## config.mk

```make
export PLATFORM = sky130hd
export DESIGN_NAME = cadc_decim
export DESIGN_NICKNAME = d
export VERILOG_FILES = /design/src/cadc_pkg.sv /design/src/cadc_calib.sv /design/src/cadc_decim.sv
export SDC_FILE = /design/constraint.sdc
export NUM_CORES = 2
export LEC_CHECK = 0
export ABC_AREA = 1
export BUFFER_PORTS_ARGS = -buffer_cell sky130_fd_sc_hd__buf_4
export CAP_MARGIN = 20
export CORE_MARGIN = 3
export CORE_UTILIZATION = 55
export DETAILED_ROUTE_END_ITERATION = 10
export PLACE_DENSITY_LB_ADDON = 0.12
export SYNTH_ARGS = -nofsm -noshare
export SYNTH_HDL_FRONTEND = slang
export SYNTH_SLANG_ARGS = --single-unit
```

## constraint.sdc

```tcl
create_clock -name clk -period 10.5 [get_ports clk]
set_input_delay 0.525 -clock clk [delete_from_list [all_inputs] [get_ports clk]]
set_output_delay 0.525 -clock clk [all_outputs]
set_load 0.05 [all_outputs]
```

## src/cadc_pkg.sv

```systemverilog
package cadc_pkg;

    // ------------------------------------------------------------
    // widths and codes
    // ------------------------------------------------------------
    localparam int DATA_W = 24;
    localparam int GAIN_W = 16;
    localparam int SEL_W = 3;
    localparam int ACC_W = 42;
    localparam int OSR_MIN_LOG2 = 6;
    localparam logic [DATA_W-1:0] POS_FS = 24'h7FFFFF;
    localparam logic [DATA_W-1:0] NEG_FS = 24'h800000;
    localparam logic [DATA_W-1:0] OFFSET_RST = 24'h000000;
    localparam logic [GAIN_W-1:0] GAIN_RST = 16'h0000;
    localparam logic [SEL_W-1:0] SEL_RST = 3'h0;
    localparam int CAL_SHIFT = 16;

    // ------------------------------------------------------------
    // carriers
    // ------------------------------------------------------------
    typedef struct packed {
        logic [DATA_W-1:0] offset;
        logic [GAIN_W-1:0] gain;
    } cadc_cal_t;

    typedef struct packed {
        logic valid;
        logic [DATA_W-1:0] data;
    } cadc_sample_t;

endpackage : cadc_pkg

```

## src/cadc_calib.sv

```systemverilog
`timescale 1ns/1ps
`default_nettype none
module cadc_calib
(
    input wire logic clk,
    input wire logic rst,
    input wire logic ce,
    input wire logic in_valid,
    input wire logic signed [cadc_pkg::DATA_W-1:0] in_data,
    input wire cadc_pkg::cadc_cal_t cal,
    output cadc_pkg::cadc_sample_t out
);
    localparam int DW = cadc_pkg::DATA_W;
    localparam int GW = cadc_pkg::GAIN_W;
    localparam int PW = DW + 1 + GW + 2;

    cadc_pkg::cadc_sample_t out_ff;
    cadc_pkg::cadc_sample_t nxt_out;
    logic signed [DW:0] diff;
    logic signed [GW+1:0] factor;
    logic signed [PW-1:0] prod;
    logic signed [PW-1:0] rounded;
    logic signed [PW-1:0] scaled;

    always_comb
    begin
        // offset first, then gain
        diff = (DW+1)'(in_data) - (DW+1)'($signed(cal.offset));
        // factor is 1 + g/2^16, kept scaled by 2^16
        factor = (GW+2)'(18'sh10000) + (GW+2)'($signed(cal.gain));
        prod = PW'(diff) * PW'(factor);
        // round half up to the output lsb
        rounded = prod + PW'(18'sh08000);
        scaled = rounded >>> cadc_pkg::CAL_SHIFT;
        nxt_out = out_ff;
        nxt_out.valid = in_valid;
        if (in_valid)
        begin
            // clip to full scale, two's complement
            if (scaled > PW'($signed(cadc_pkg::POS_FS)))
                nxt_out.data = cadc_pkg::POS_FS;
            else if (scaled < PW'($signed(cadc_pkg::NEG_FS)))
                nxt_out.data = cadc_pkg::NEG_FS;
            else
                nxt_out.data = scaled[DW-1:0];
        end
    end

    always_ff @(posedge clk)
    begin
        if (rst)
            out_ff <= '0;
        else if (ce)
            out_ff <= nxt_out;
    end

    assign out = out_ff;
endmodule : cadc_calib
`default_nettype wire

```

## src/cadc_decim.sv

```systemverilog
`timescale 1ns/1ps
`default_nettype none
module cadc_decim
#(
    parameter int NCH = 2
)
(
    input wire logic clk,
    input wire logic rst,
    input wire logic ce,
    input wire logic [NCH-1:0] mod_bit,
    input wire logic [cadc_pkg::SEL_W-1:0] decim_ratio_sel,
    input wire logic [cadc_pkg::DATA_W-1:0] offset_corr_upper_reg,
    input wire logic [cadc_pkg::DATA_W-1:0] offset_corr_lower_reg,
    input wire logic [cadc_pkg::GAIN_W-1:0] gain_corr_value [NCH],
    output logic mod_clk,
    output logic [cadc_pkg::DATA_W-1:0] sample_data [NCH],
    output logic [NCH-1:0] sample_valid
);
    localparam int AW = cadc_pkg::ACC_W;
    localparam int DW = cadc_pkg::DATA_W;
    localparam int SW = cadc_pkg::SEL_W;
    localparam int CW = 14;

    // ------------------------------------------------------------
    // modulator clock and decimation counter
    // ------------------------------------------------------------
    logic mod_ff;
    logic nxt_mod;
    logic [CW-1:0] cnt_ff;
    logic [CW-1:0] nxt_cnt;
    logic [SW-1:0] sel_ff;
    logic [SW-1:0] nxt_sel;
    logic [CW-1:0] osr_last;
    logic mod_tick;
    logic dec_tick;

    always_comb
    begin
        // divide by two gives a 50% modulator clock
        nxt_mod = ~mod_ff;
        mod_tick = mod_ff;
        // ratio = 64 << code
        osr_last = CW'((32'd1 << (cadc_pkg::OSR_MIN_LOG2 + int'(sel_ff))) - 1);
        dec_tick = mod_tick && (cnt_ff == osr_last);
        nxt_cnt = cnt_ff;
        nxt_sel = sel_ff;
        if (mod_tick)
            nxt_cnt = dec_tick ? '0 : cnt_ff + CW'(1);
        // ratio change only takes effect on a sample boundary
        if (dec_tick || cnt_ff == '0)
            nxt_sel = decim_ratio_sel;
    end

    always_ff @(posedge clk)
    begin
        if (rst)
        begin
            mod_ff <= 1'b0;
            cnt_ff <= '0;
            sel_ff <= cadc_pkg::SEL_RST;
        end
        else if (ce)
        begin
            mod_ff <= nxt_mod;
            cnt_ff <= nxt_cnt;
            sel_ff <= nxt_sel;
        end
    end

    assign mod_clk = mod_ff;

    // ------------------------------------------------------------
    // per channel sinc3 and calibration
    // ------------------------------------------------------------
    genvar ch;
    generate
        for (ch = 0; ch < NCH; ch++)
        begin : g_ch
            logic [AW-1:0] i1_ff;
            logic [AW-1:0] i2_ff;
            logic [AW-1:0] i3_ff;
            logic [AW-1:0] d1_ff;
            logic [AW-1:0] d2_ff;
            logic [AW-1:0] d3_ff;
            logic [AW-1:0] nxt_i1;
            logic [AW-1:0] nxt_i2;
            logic [AW-1:0] nxt_i3;
            logic [AW-1:0] nxt_d1;
            logic [AW-1:0] nxt_d2;
            logic [AW-1:0] nxt_d3;
            logic [AW-1:0] c1;
            logic [AW-1:0] c2;
            logic [AW-1:0] c3;
            logic [DW-1:0] fil_ff;
            logic [DW-1:0] nxt_fil;
            logic vld_ff;
            logic nxt_vld;
            logic [AW-1:0] x;
            logic [AW-1:0] aligned;
            logic pos_ovf;
            cadc_pkg::cadc_cal_t cal;
            cadc_pkg::cadc_sample_t res;

            // ------------------------------------------------------------
            // sinc3 integrators and combs
            // ------------------------------------------------------------

            always_comb
            begin
                // bit 1 -> +1, bit 0 -> -1
                x = mod_bit[ch] ? AW'(1) : {AW{1'b1}};
                nxt_i1 = i1_ff;
                nxt_i2 = i2_ff;
                nxt_i3 = i3_ff;
                nxt_d1 = d1_ff;
                nxt_d2 = d2_ff;
                nxt_d3 = d3_ff;
                c1 = i3_ff - d1_ff;
                c2 = c1 - d2_ff;
                c3 = c2 - d3_ff;
                // cic form of the sinc3 filter
                if (mod_tick)
                begin
                    nxt_i1 = i1_ff + x;
                    nxt_i2 = i2_ff + i1_ff;
                    nxt_i3 = i3_ff + i2_ff;
                end
                if (dec_tick)
                begin
                    nxt_d1 = i3_ff;
                    nxt_d2 = c1;
                    nxt_d3 = c2;
                end
                // full scale is +/-osr^3; keep the top 24 bits
                aligned = AW'($signed(c3) <<< (AW - 1 - 3 * (cadc_pkg::OSR_MIN_LOG2
                          + int'(sel_ff))));
                // a stream of ones gives +osr^3, which the shift would wrap
                // to the most negative code, so pin it to the top
                pos_ovf = !c3[AW-1] && aligned[AW-1];
                if (pos_ovf)
                begin
                    aligned = {1'b0, {(AW-1){1'b1}}};
                end
                nxt_fil = dec_tick ? aligned[AW-1 -: DW] : fil_ff;
                nxt_vld = dec_tick;
            end

            always_ff @(posedge clk)
            begin
                if (rst)
                begin
                    i1_ff <= '0;
                    i2_ff <= '0;
                    i3_ff <= '0;
                    d1_ff <= '0;
                    d2_ff <= '0;
                    d3_ff <= '0;
                    fil_ff <= '0;
                    vld_ff <= 1'b0;
                end
                else if (ce)
                begin
                    i1_ff <= nxt_i1;
                    i2_ff <= nxt_i2;
                    i3_ff <= nxt_i3;
                    d1_ff <= nxt_d1;
                    d2_ff <= nxt_d2;
                    d3_ff <= nxt_d3;
                    fil_ff <= nxt_fil;
                    vld_ff <= nxt_vld;
                end
            end

            // ------------------------------------------------------------
            // calibration and output
            // ------------------------------------------------------------

            // upper port carries bits 23:12, lower 11:0
            assign cal = {offset_corr_upper_reg[DW/2-1:0],
                          offset_corr_lower_reg[DW/2-1:0],
                          gain_corr_value[ch]};

            cadc_calib u_cal
            (
                .clk(clk),
                .rst(rst),
                .ce(ce),
                .in_valid(vld_ff & ce),
                .in_data(fil_ff),
                .cal(cal),
                .out(res)
            );

            // every sample goes to the framer
            assign sample_data[ch] = res.data;
            assign sample_valid[ch] = res.valid;
        end
    endgenerate
endmodule : cadc_decim
`default_nettype wire

```

---- After elaboration in Yosys (flattened, before gate mapping) ----
Index checks and enable logic that the tools add are counted.
word-level totals
  flip-flop bits (word level) ............. 620
  input bits .............................. 88
  output and inout bits ................... 51
cells by class
  add/sub/neg operators ................... 22
  $mul .................................... 3
  magnitude comparators ................... 4
  eq/ne operators ......................... 1
  shift operators ......................... 3
  mux-type cells .......................... 9
  bitwise logic cells ..................... 2
  reduce and logical (&&, ||, !) cells .... 11
operators with widths
  kind                      number
  $add A42 B42 Y42          6
  $sub A42 B42 Y42          6
  $mux W42                  4
  $mux W24                  4
  $add A43 B17 Y43 const B  2
  $mul A25 B18 Y43          2
  $sshl A42 B32 Y42         2
  $gt A27 B24 Y1 const B    2
  $lt A27 B24 Y1 const B    2
  $sub A24 B24 Y25          2
  $add A18 B16 Y18 const A  2
  $add A14 B1 Y14 const B   1
  $eq A14 B14 Y1            1
  $logic_not A14 Y1         1
  $mux W14                  1
  $shl A1 B4 Y14 const A    1
  $sub A14 B1 Y14 const B   1
  $reduce_and A2 Y1         4
  $sub A6 B6 Y7 const A     1
  $mul A2 B4 Y6 const A     1
  $add A3 B3 Y4 const A     1
  $logic_and A1 B1 Y1       3
  $logic_not A1 Y1          2
  $and A1 B1 Y1             1
  other kinds (2)           2

---- Depth between registers and ports, before layout ----
  depth in word-level cells ............... 7
  mapped depth ............................ 60
  mapped depth without buffers ............ 59

---- Hierarchy ----
From an unflattened synthesis, not the netlist that was laid out.
unflattened totals
  cells, all modules ...................... 13,362
  area total of the unflattened synthesis .. 90,329.1 um^2
by module, submodules not included
  module                       instances  cells an instance  area each (um^2)  seq. area each (um^2)
  cadc_decim                   1          8,474              53,598.9          11,431.0
  cadc_calib at g_ch[0].u_cal  1          2,448              18,482.7          500.5
  cadc_calib at g_ch[1].u_cal  1          2,440              18,247.5          500.5

---- Worst setup path after synthesis ----
OpenSTA, ideal clock, no wires.
  kind .................................... in2reg
  start ................................... input port offset_corr_lower_reg[0] (netlist bit)
  end ..................................... register g_ch[0].u_cal.out_ff (netlist bit g_ch[0].u_cal.out[10])
  library setup time ...................... 120 ps
  data arrival time ....................... 8,488 ps
  setup slack ............................. 1,892 ps
  cell stages on the path ................. 46
  path buffers ............................ 2
  cell sequence ........................... ha_1 > fa_1 > inv_1 > nand3_1 > nand2_1 > a21oi_1 > o21ai_1 > inv_1 > nor2_1 > nor2_1 > o21ai_1 > a21boi_0 > o21ai_1 > a21oi_1 > o21ai_2 > a21oi_1 > or2_2 > nand2_2 > (+10 left out) > fa_1 > inv_1 > fa_1 > inv_1 > ha_1 > nand2_1 > nor2_1 > inv_1 > nor2_1 > inv_1 > o211ai_1 > nand3_1 > nand3_1 > xor2_1 > nand3_1 > a21oi_2 > buf_4 > a21oi_1
on the way
  cells in the longest elaborated chain, start to end .. 6
  elaborated cells between the ends (all ways) .. 7
  those cells by class .................... 2 x add/sub; 1 x mul; 2 x order compare; 2 x mux
ends and longest elaborated chain
  item                    line              source
  start: declaration      cadc_decim.sv:14  input wire logic [cadc_pkg::DATA_W-1:0] offset_corr_lower_reg,
  $sub A24 B24 Y25 *      cadc_calib.sv:28  diff = (DW+1)'(in_data) - (DW+1)'($signed(cal.offset));
  $mul A25 B18 Y43 *      cadc_calib.sv:31  prod = PW'(diff) * PW'(factor);
  $add A43 B17 Y43 *      cadc_calib.sv:33  rounded = prod + PW'(18'sh08000);
  $lt A27 B24 Y1          cadc_calib.sv:42  else if (scaled < PW'($signed(cadc_pkg::NEG_FS)))
  $mux W24                cadc_calib.sv:42
  $mux W24 *              cadc_calib.sv:40  if (scaled > PW'($signed(cadc_pkg::POS_FS)))
  end signal: assignment  cadc_calib.sv:54  out_ff <= nxt_out;
  end: declaration        cadc_calib.sv:17  cadc_pkg::cadc_sample_t out_ff;
Mark *: on every way between the ends. The rest lies on a longest branch, timed or not.
A chain may end at the register's enable or synchronous reset.

---- Worst setup path in the final report ----
  start ................................... register g_ch[0].fil_ff[0]
  end ..................................... register g_ch[0].u_cal.out_ff (netlist bit g_ch[0].u_cal.out[1])
on the way
  cells in the longest elaborated chain, start to end .. 6
  elaborated cells between the ends (all ways) .. 7
  those cells by class .................... 2 x add/sub; 1 x mul; 2 x order compare; 2 x mux
ends and longest elaborated chain
  item                      line               source
  start: declaration        cadc_decim.sv:95   logic [DW-1:0] fil_ff;
  start signal: assignment  cadc_decim.sv:170  fil_ff <= nxt_fil;
  $sub A24 B24 Y25 *        cadc_calib.sv:28
  $mul A25 B18 Y43 *        cadc_calib.sv:31
  $add A43 B17 Y43 *        cadc_calib.sv:33
  $lt A27 B24 Y1            cadc_calib.sv:42
  $mux W24                  cadc_calib.sv:42
  $mux W24 *                cadc_calib.sv:40
Marks and branches as above.

==> impl_metrics.json <==
{
  "routedWlPerCell_um": 17.0,
  "drt-vias-per-instance": 5.48,
  "worstMarginPinSlew_ns": 1.15,
  "grt_pass1_vias": 77937,
  "h-tree-depth": 3,
  "synth-edff-count": 0,
  "ant_nets": 0,
  "grt_first_pass_wirelength_mm": 403,
  "rsz0062_at_grt": "no",
  "grt_max_degree": 210,
  "avgSynthCellArea_sq_um": 6.82,
  "dieArea_sq_mm": 0.161,
  "fmax_mhz": 101,
  "drv_cap": 0,
  "cts.hold.buffers_added": 0,
  "io_pins": 139,
  "drc": 0,
  "port-buffer-count": 114,
  "post_cts_buffers": 0,
  "yosys.area.top_type": "fa_1",
  "endpoint_kind": "flip-flop",
  "wirelength_mm": 247,
  "std_cell_rows": 144,
  "max_slew_margin": 0.235,
  "grt_usage": 0.304,
  "synth_flop_cell": "dfxtp_1",
  "setup_viol": 0,
  "use_met2": 0.510,
  "root_buffer": "clkbuf_16",
  "die_h_um": 401,
  "worstPathArrival_ns": 10.41,
  "holdWs_ns": 0.195,
  "nFillCells": 15109,
  "hold_viol": 0,
  "rrSetupSlack_ns": 0.62,
  "cts-resized-gates": 0,
  "skew_ns": 0.0224,
  "crit_required_ns": 11.03,
  "ys_warn_count": 0,
  "cts_tree": "yes",
  "synthCells": 12574,
  "synth_area_leaders": "fa_1, dfxtp_1, ha_1, nand2_1, inv_1",
  "numCtsBuffers": 77,
  "post-route-min-period_ns": 9.88,
  "gr-total-overflow": 0,
  "syn_area_sq_mm": 0.0858,
  "crit_top_cell": "inv_1",
  "min_path_type": "input port to flip-flop",
  "cts_sinks": 620,
  "grtUsageMet3": 0.0322,
  "via_count": 79323,
  "drt-pass1-iter-count": 5,
  "synth_common_cells": "nand2_1, inv_1, a21oi_1",
  "gp_congestion": 0.954,
  "start_util": 0.555,
  "nNetsFinal": 14071,
  "grt-busiest-layer": "met2",
  "dp_hpwl_mm": 197,
  "final-max-slew-violation-count": 0,
  "worst_path_max_delay_cell": "fa_1",
  "die_w_um": 401,
  "drt_iter0_markers": 5380,
  "setup_tns_ns": 0,
  "clkLatencyLatePin_ns": 0.67,
  "diodes": 0,
  "synth-seq-area-share": 0.145,
  "gr-usage-met1": 0.402,
  "drive_gt1_frac": 0.0365,
  "slowest_delay_ns": 0.53,
  "clk_path_buf_depth": 3,
  "synth_cell_types": 67,
  "crit_type": "flip-flop to flip-flop",
  "ys_seq_elements": 620,
  "synth_top_area_frac": 0.187,
  "clkTransAtPathRegs_ns": 0.06,
  "outcome": "finished clean",
  "antenna_found_initial": 0,
  "area_growth_pct": 5.59,
  "synthArstFlopShare": 0,
  "synth.most_common_cell": "nand2_1",
  "fin_crit_sh": 0.941,
  "core-area_sq_mm": 0.155,
  "crit_path_max_fanout": 23,
  "start_kind": "flip-flop"
}
==> flip-flops by register name, summed over array words and instances, names as in the netlist, 48 cells and up <==
| register | count |
|---|---|
| g_ch.d1_ff | 84 |
| g_ch.d2_ff | 84 |
| g_ch.d3_ff | 84 |
| g_ch.fil_ff | 48 |
| g_ch.i1_ff | 84 |
| g_ch.i2_ff | 84 |
| g_ch.i3_ff | 84 |
| g_ch.u_cal.out | 49 |
==> layout by cell type (no fill, tap or decap), types with 8 or more instances in the layout <==
cell,instances
a211oi_1,49
a21boi_0,23
a21o_1,57
a21oi_1,1164
a21oi_2,19
a31oi_1,109
and3_1,8
buf_4,175
bufinv_16,9
clkbuf_1,13
clkbuf_16,77
clkbuf_8,15
clkinv_1,21
clkinv_2,8
dfxtp_1,619
fa_1,800
ha_1,799
inv_1,2359
inv_2,11
mux2i_1,17
nand2_1,2407
nand3_1,509
nand4_1,76
nor2_1,1088
nor3_1,93
nor4_1,26
o211ai_1,82
o21a_1,33
o21ai_0,951
o21ai_1,90
o21bai_1,58
o221ai_1,31
o22ai_1,15
o31ai_1,18
or2_2,85
xnor2_1,112
xor2_1,295
==> metrics by stage <==
stage / cells / utilization / area [sq um] / setup slack (ns)
2_1_floorplan: 12577 / - / 85800 / 1.89
3_3_place_gp: 14347 / 0.569 / 87900 / 0.527
3_5_place_dp: 14347 / 0.569 / 87900 / 0.411
4_1_cts: 14485 / 0.586 / 90600 / 0.713
5_1_grt: 14485 / 0.586 / 90600 / 0.0101
6_report: 14485 / 0.586 / 90600 / 0.623
==> cells by family after synthesis <==
family          after synthesis  share of synthesized area
mux                          17                    0.00198
xor+xnor                    410                     0.0419
other cells                   1                  0.0000437
simple gates               4341                      0.207
buf+inv                    2845                      0.126
fa+ha+maj                  1601                      0.304
compound gates             2739                      0.175
flops                       620                      0.145
==> layer usage <==
metal | vias to the layer above | wire length [um]
li1 | 39721 | -
met1 | 37139 | 110000
met2 | 1975 | 114000
met3 | 488 | 12400
met4 | 0 | 10400
met5 | - | 0
==> worst paths after layout <==
| path | start | endpoint | cells after the start |
|---|---|---|---|
| min reg2reg | g_ch[0].d1_ff[14]$_SDFFE_PP0P_ | g_ch[0].d1_ff[14]$_SDFFE_PP0P_ | 2 |
| max | g_ch[0].fil_ff[0]$_SDFFE_PP0P_ | g_ch[0].u_cal.out[1]$_SDFFE_PP0P_ | 48 |
| min | decim_ratio_sel[1] | sel_ff[1]$_SDFFE_PP0P_ | 3 |
| max reg2reg | g_ch[0].fil_ff[0]$_SDFFE_PP0P_ | g_ch[0].u_cal.out[1]$_SDFFE_PP0P_ | 48 |
==> worst max-delay path, delay by kind of cell (launching register included) <==
family          cells  cell delay (ns)
fa+ha+maj           9             3.73
flops               1             0.32
simple gates       14             1.98
compound gates     13             2.36
xor+xnor            1             0.26
buf+inv            11             1.07
==> cell type report <==
type | count | area (sq um) | area share
timing repair buffer | 176 | 1330 | 0.0147
sequential | 620 | 12400 | 0.137
multi-input combinational | 9112 | 62600 | 0.691
tap | 2044 | 2560 | 0.0282
clock inverter | 33 | 474 | 0.00523
inverter | 2395 | 9010 | 0.0995
clock buffer | 105 | 2180 | 0.0241
Power is not shown: default switching activity piles up to over one toggle a cycle in this logic, so the estimate is an artifact.
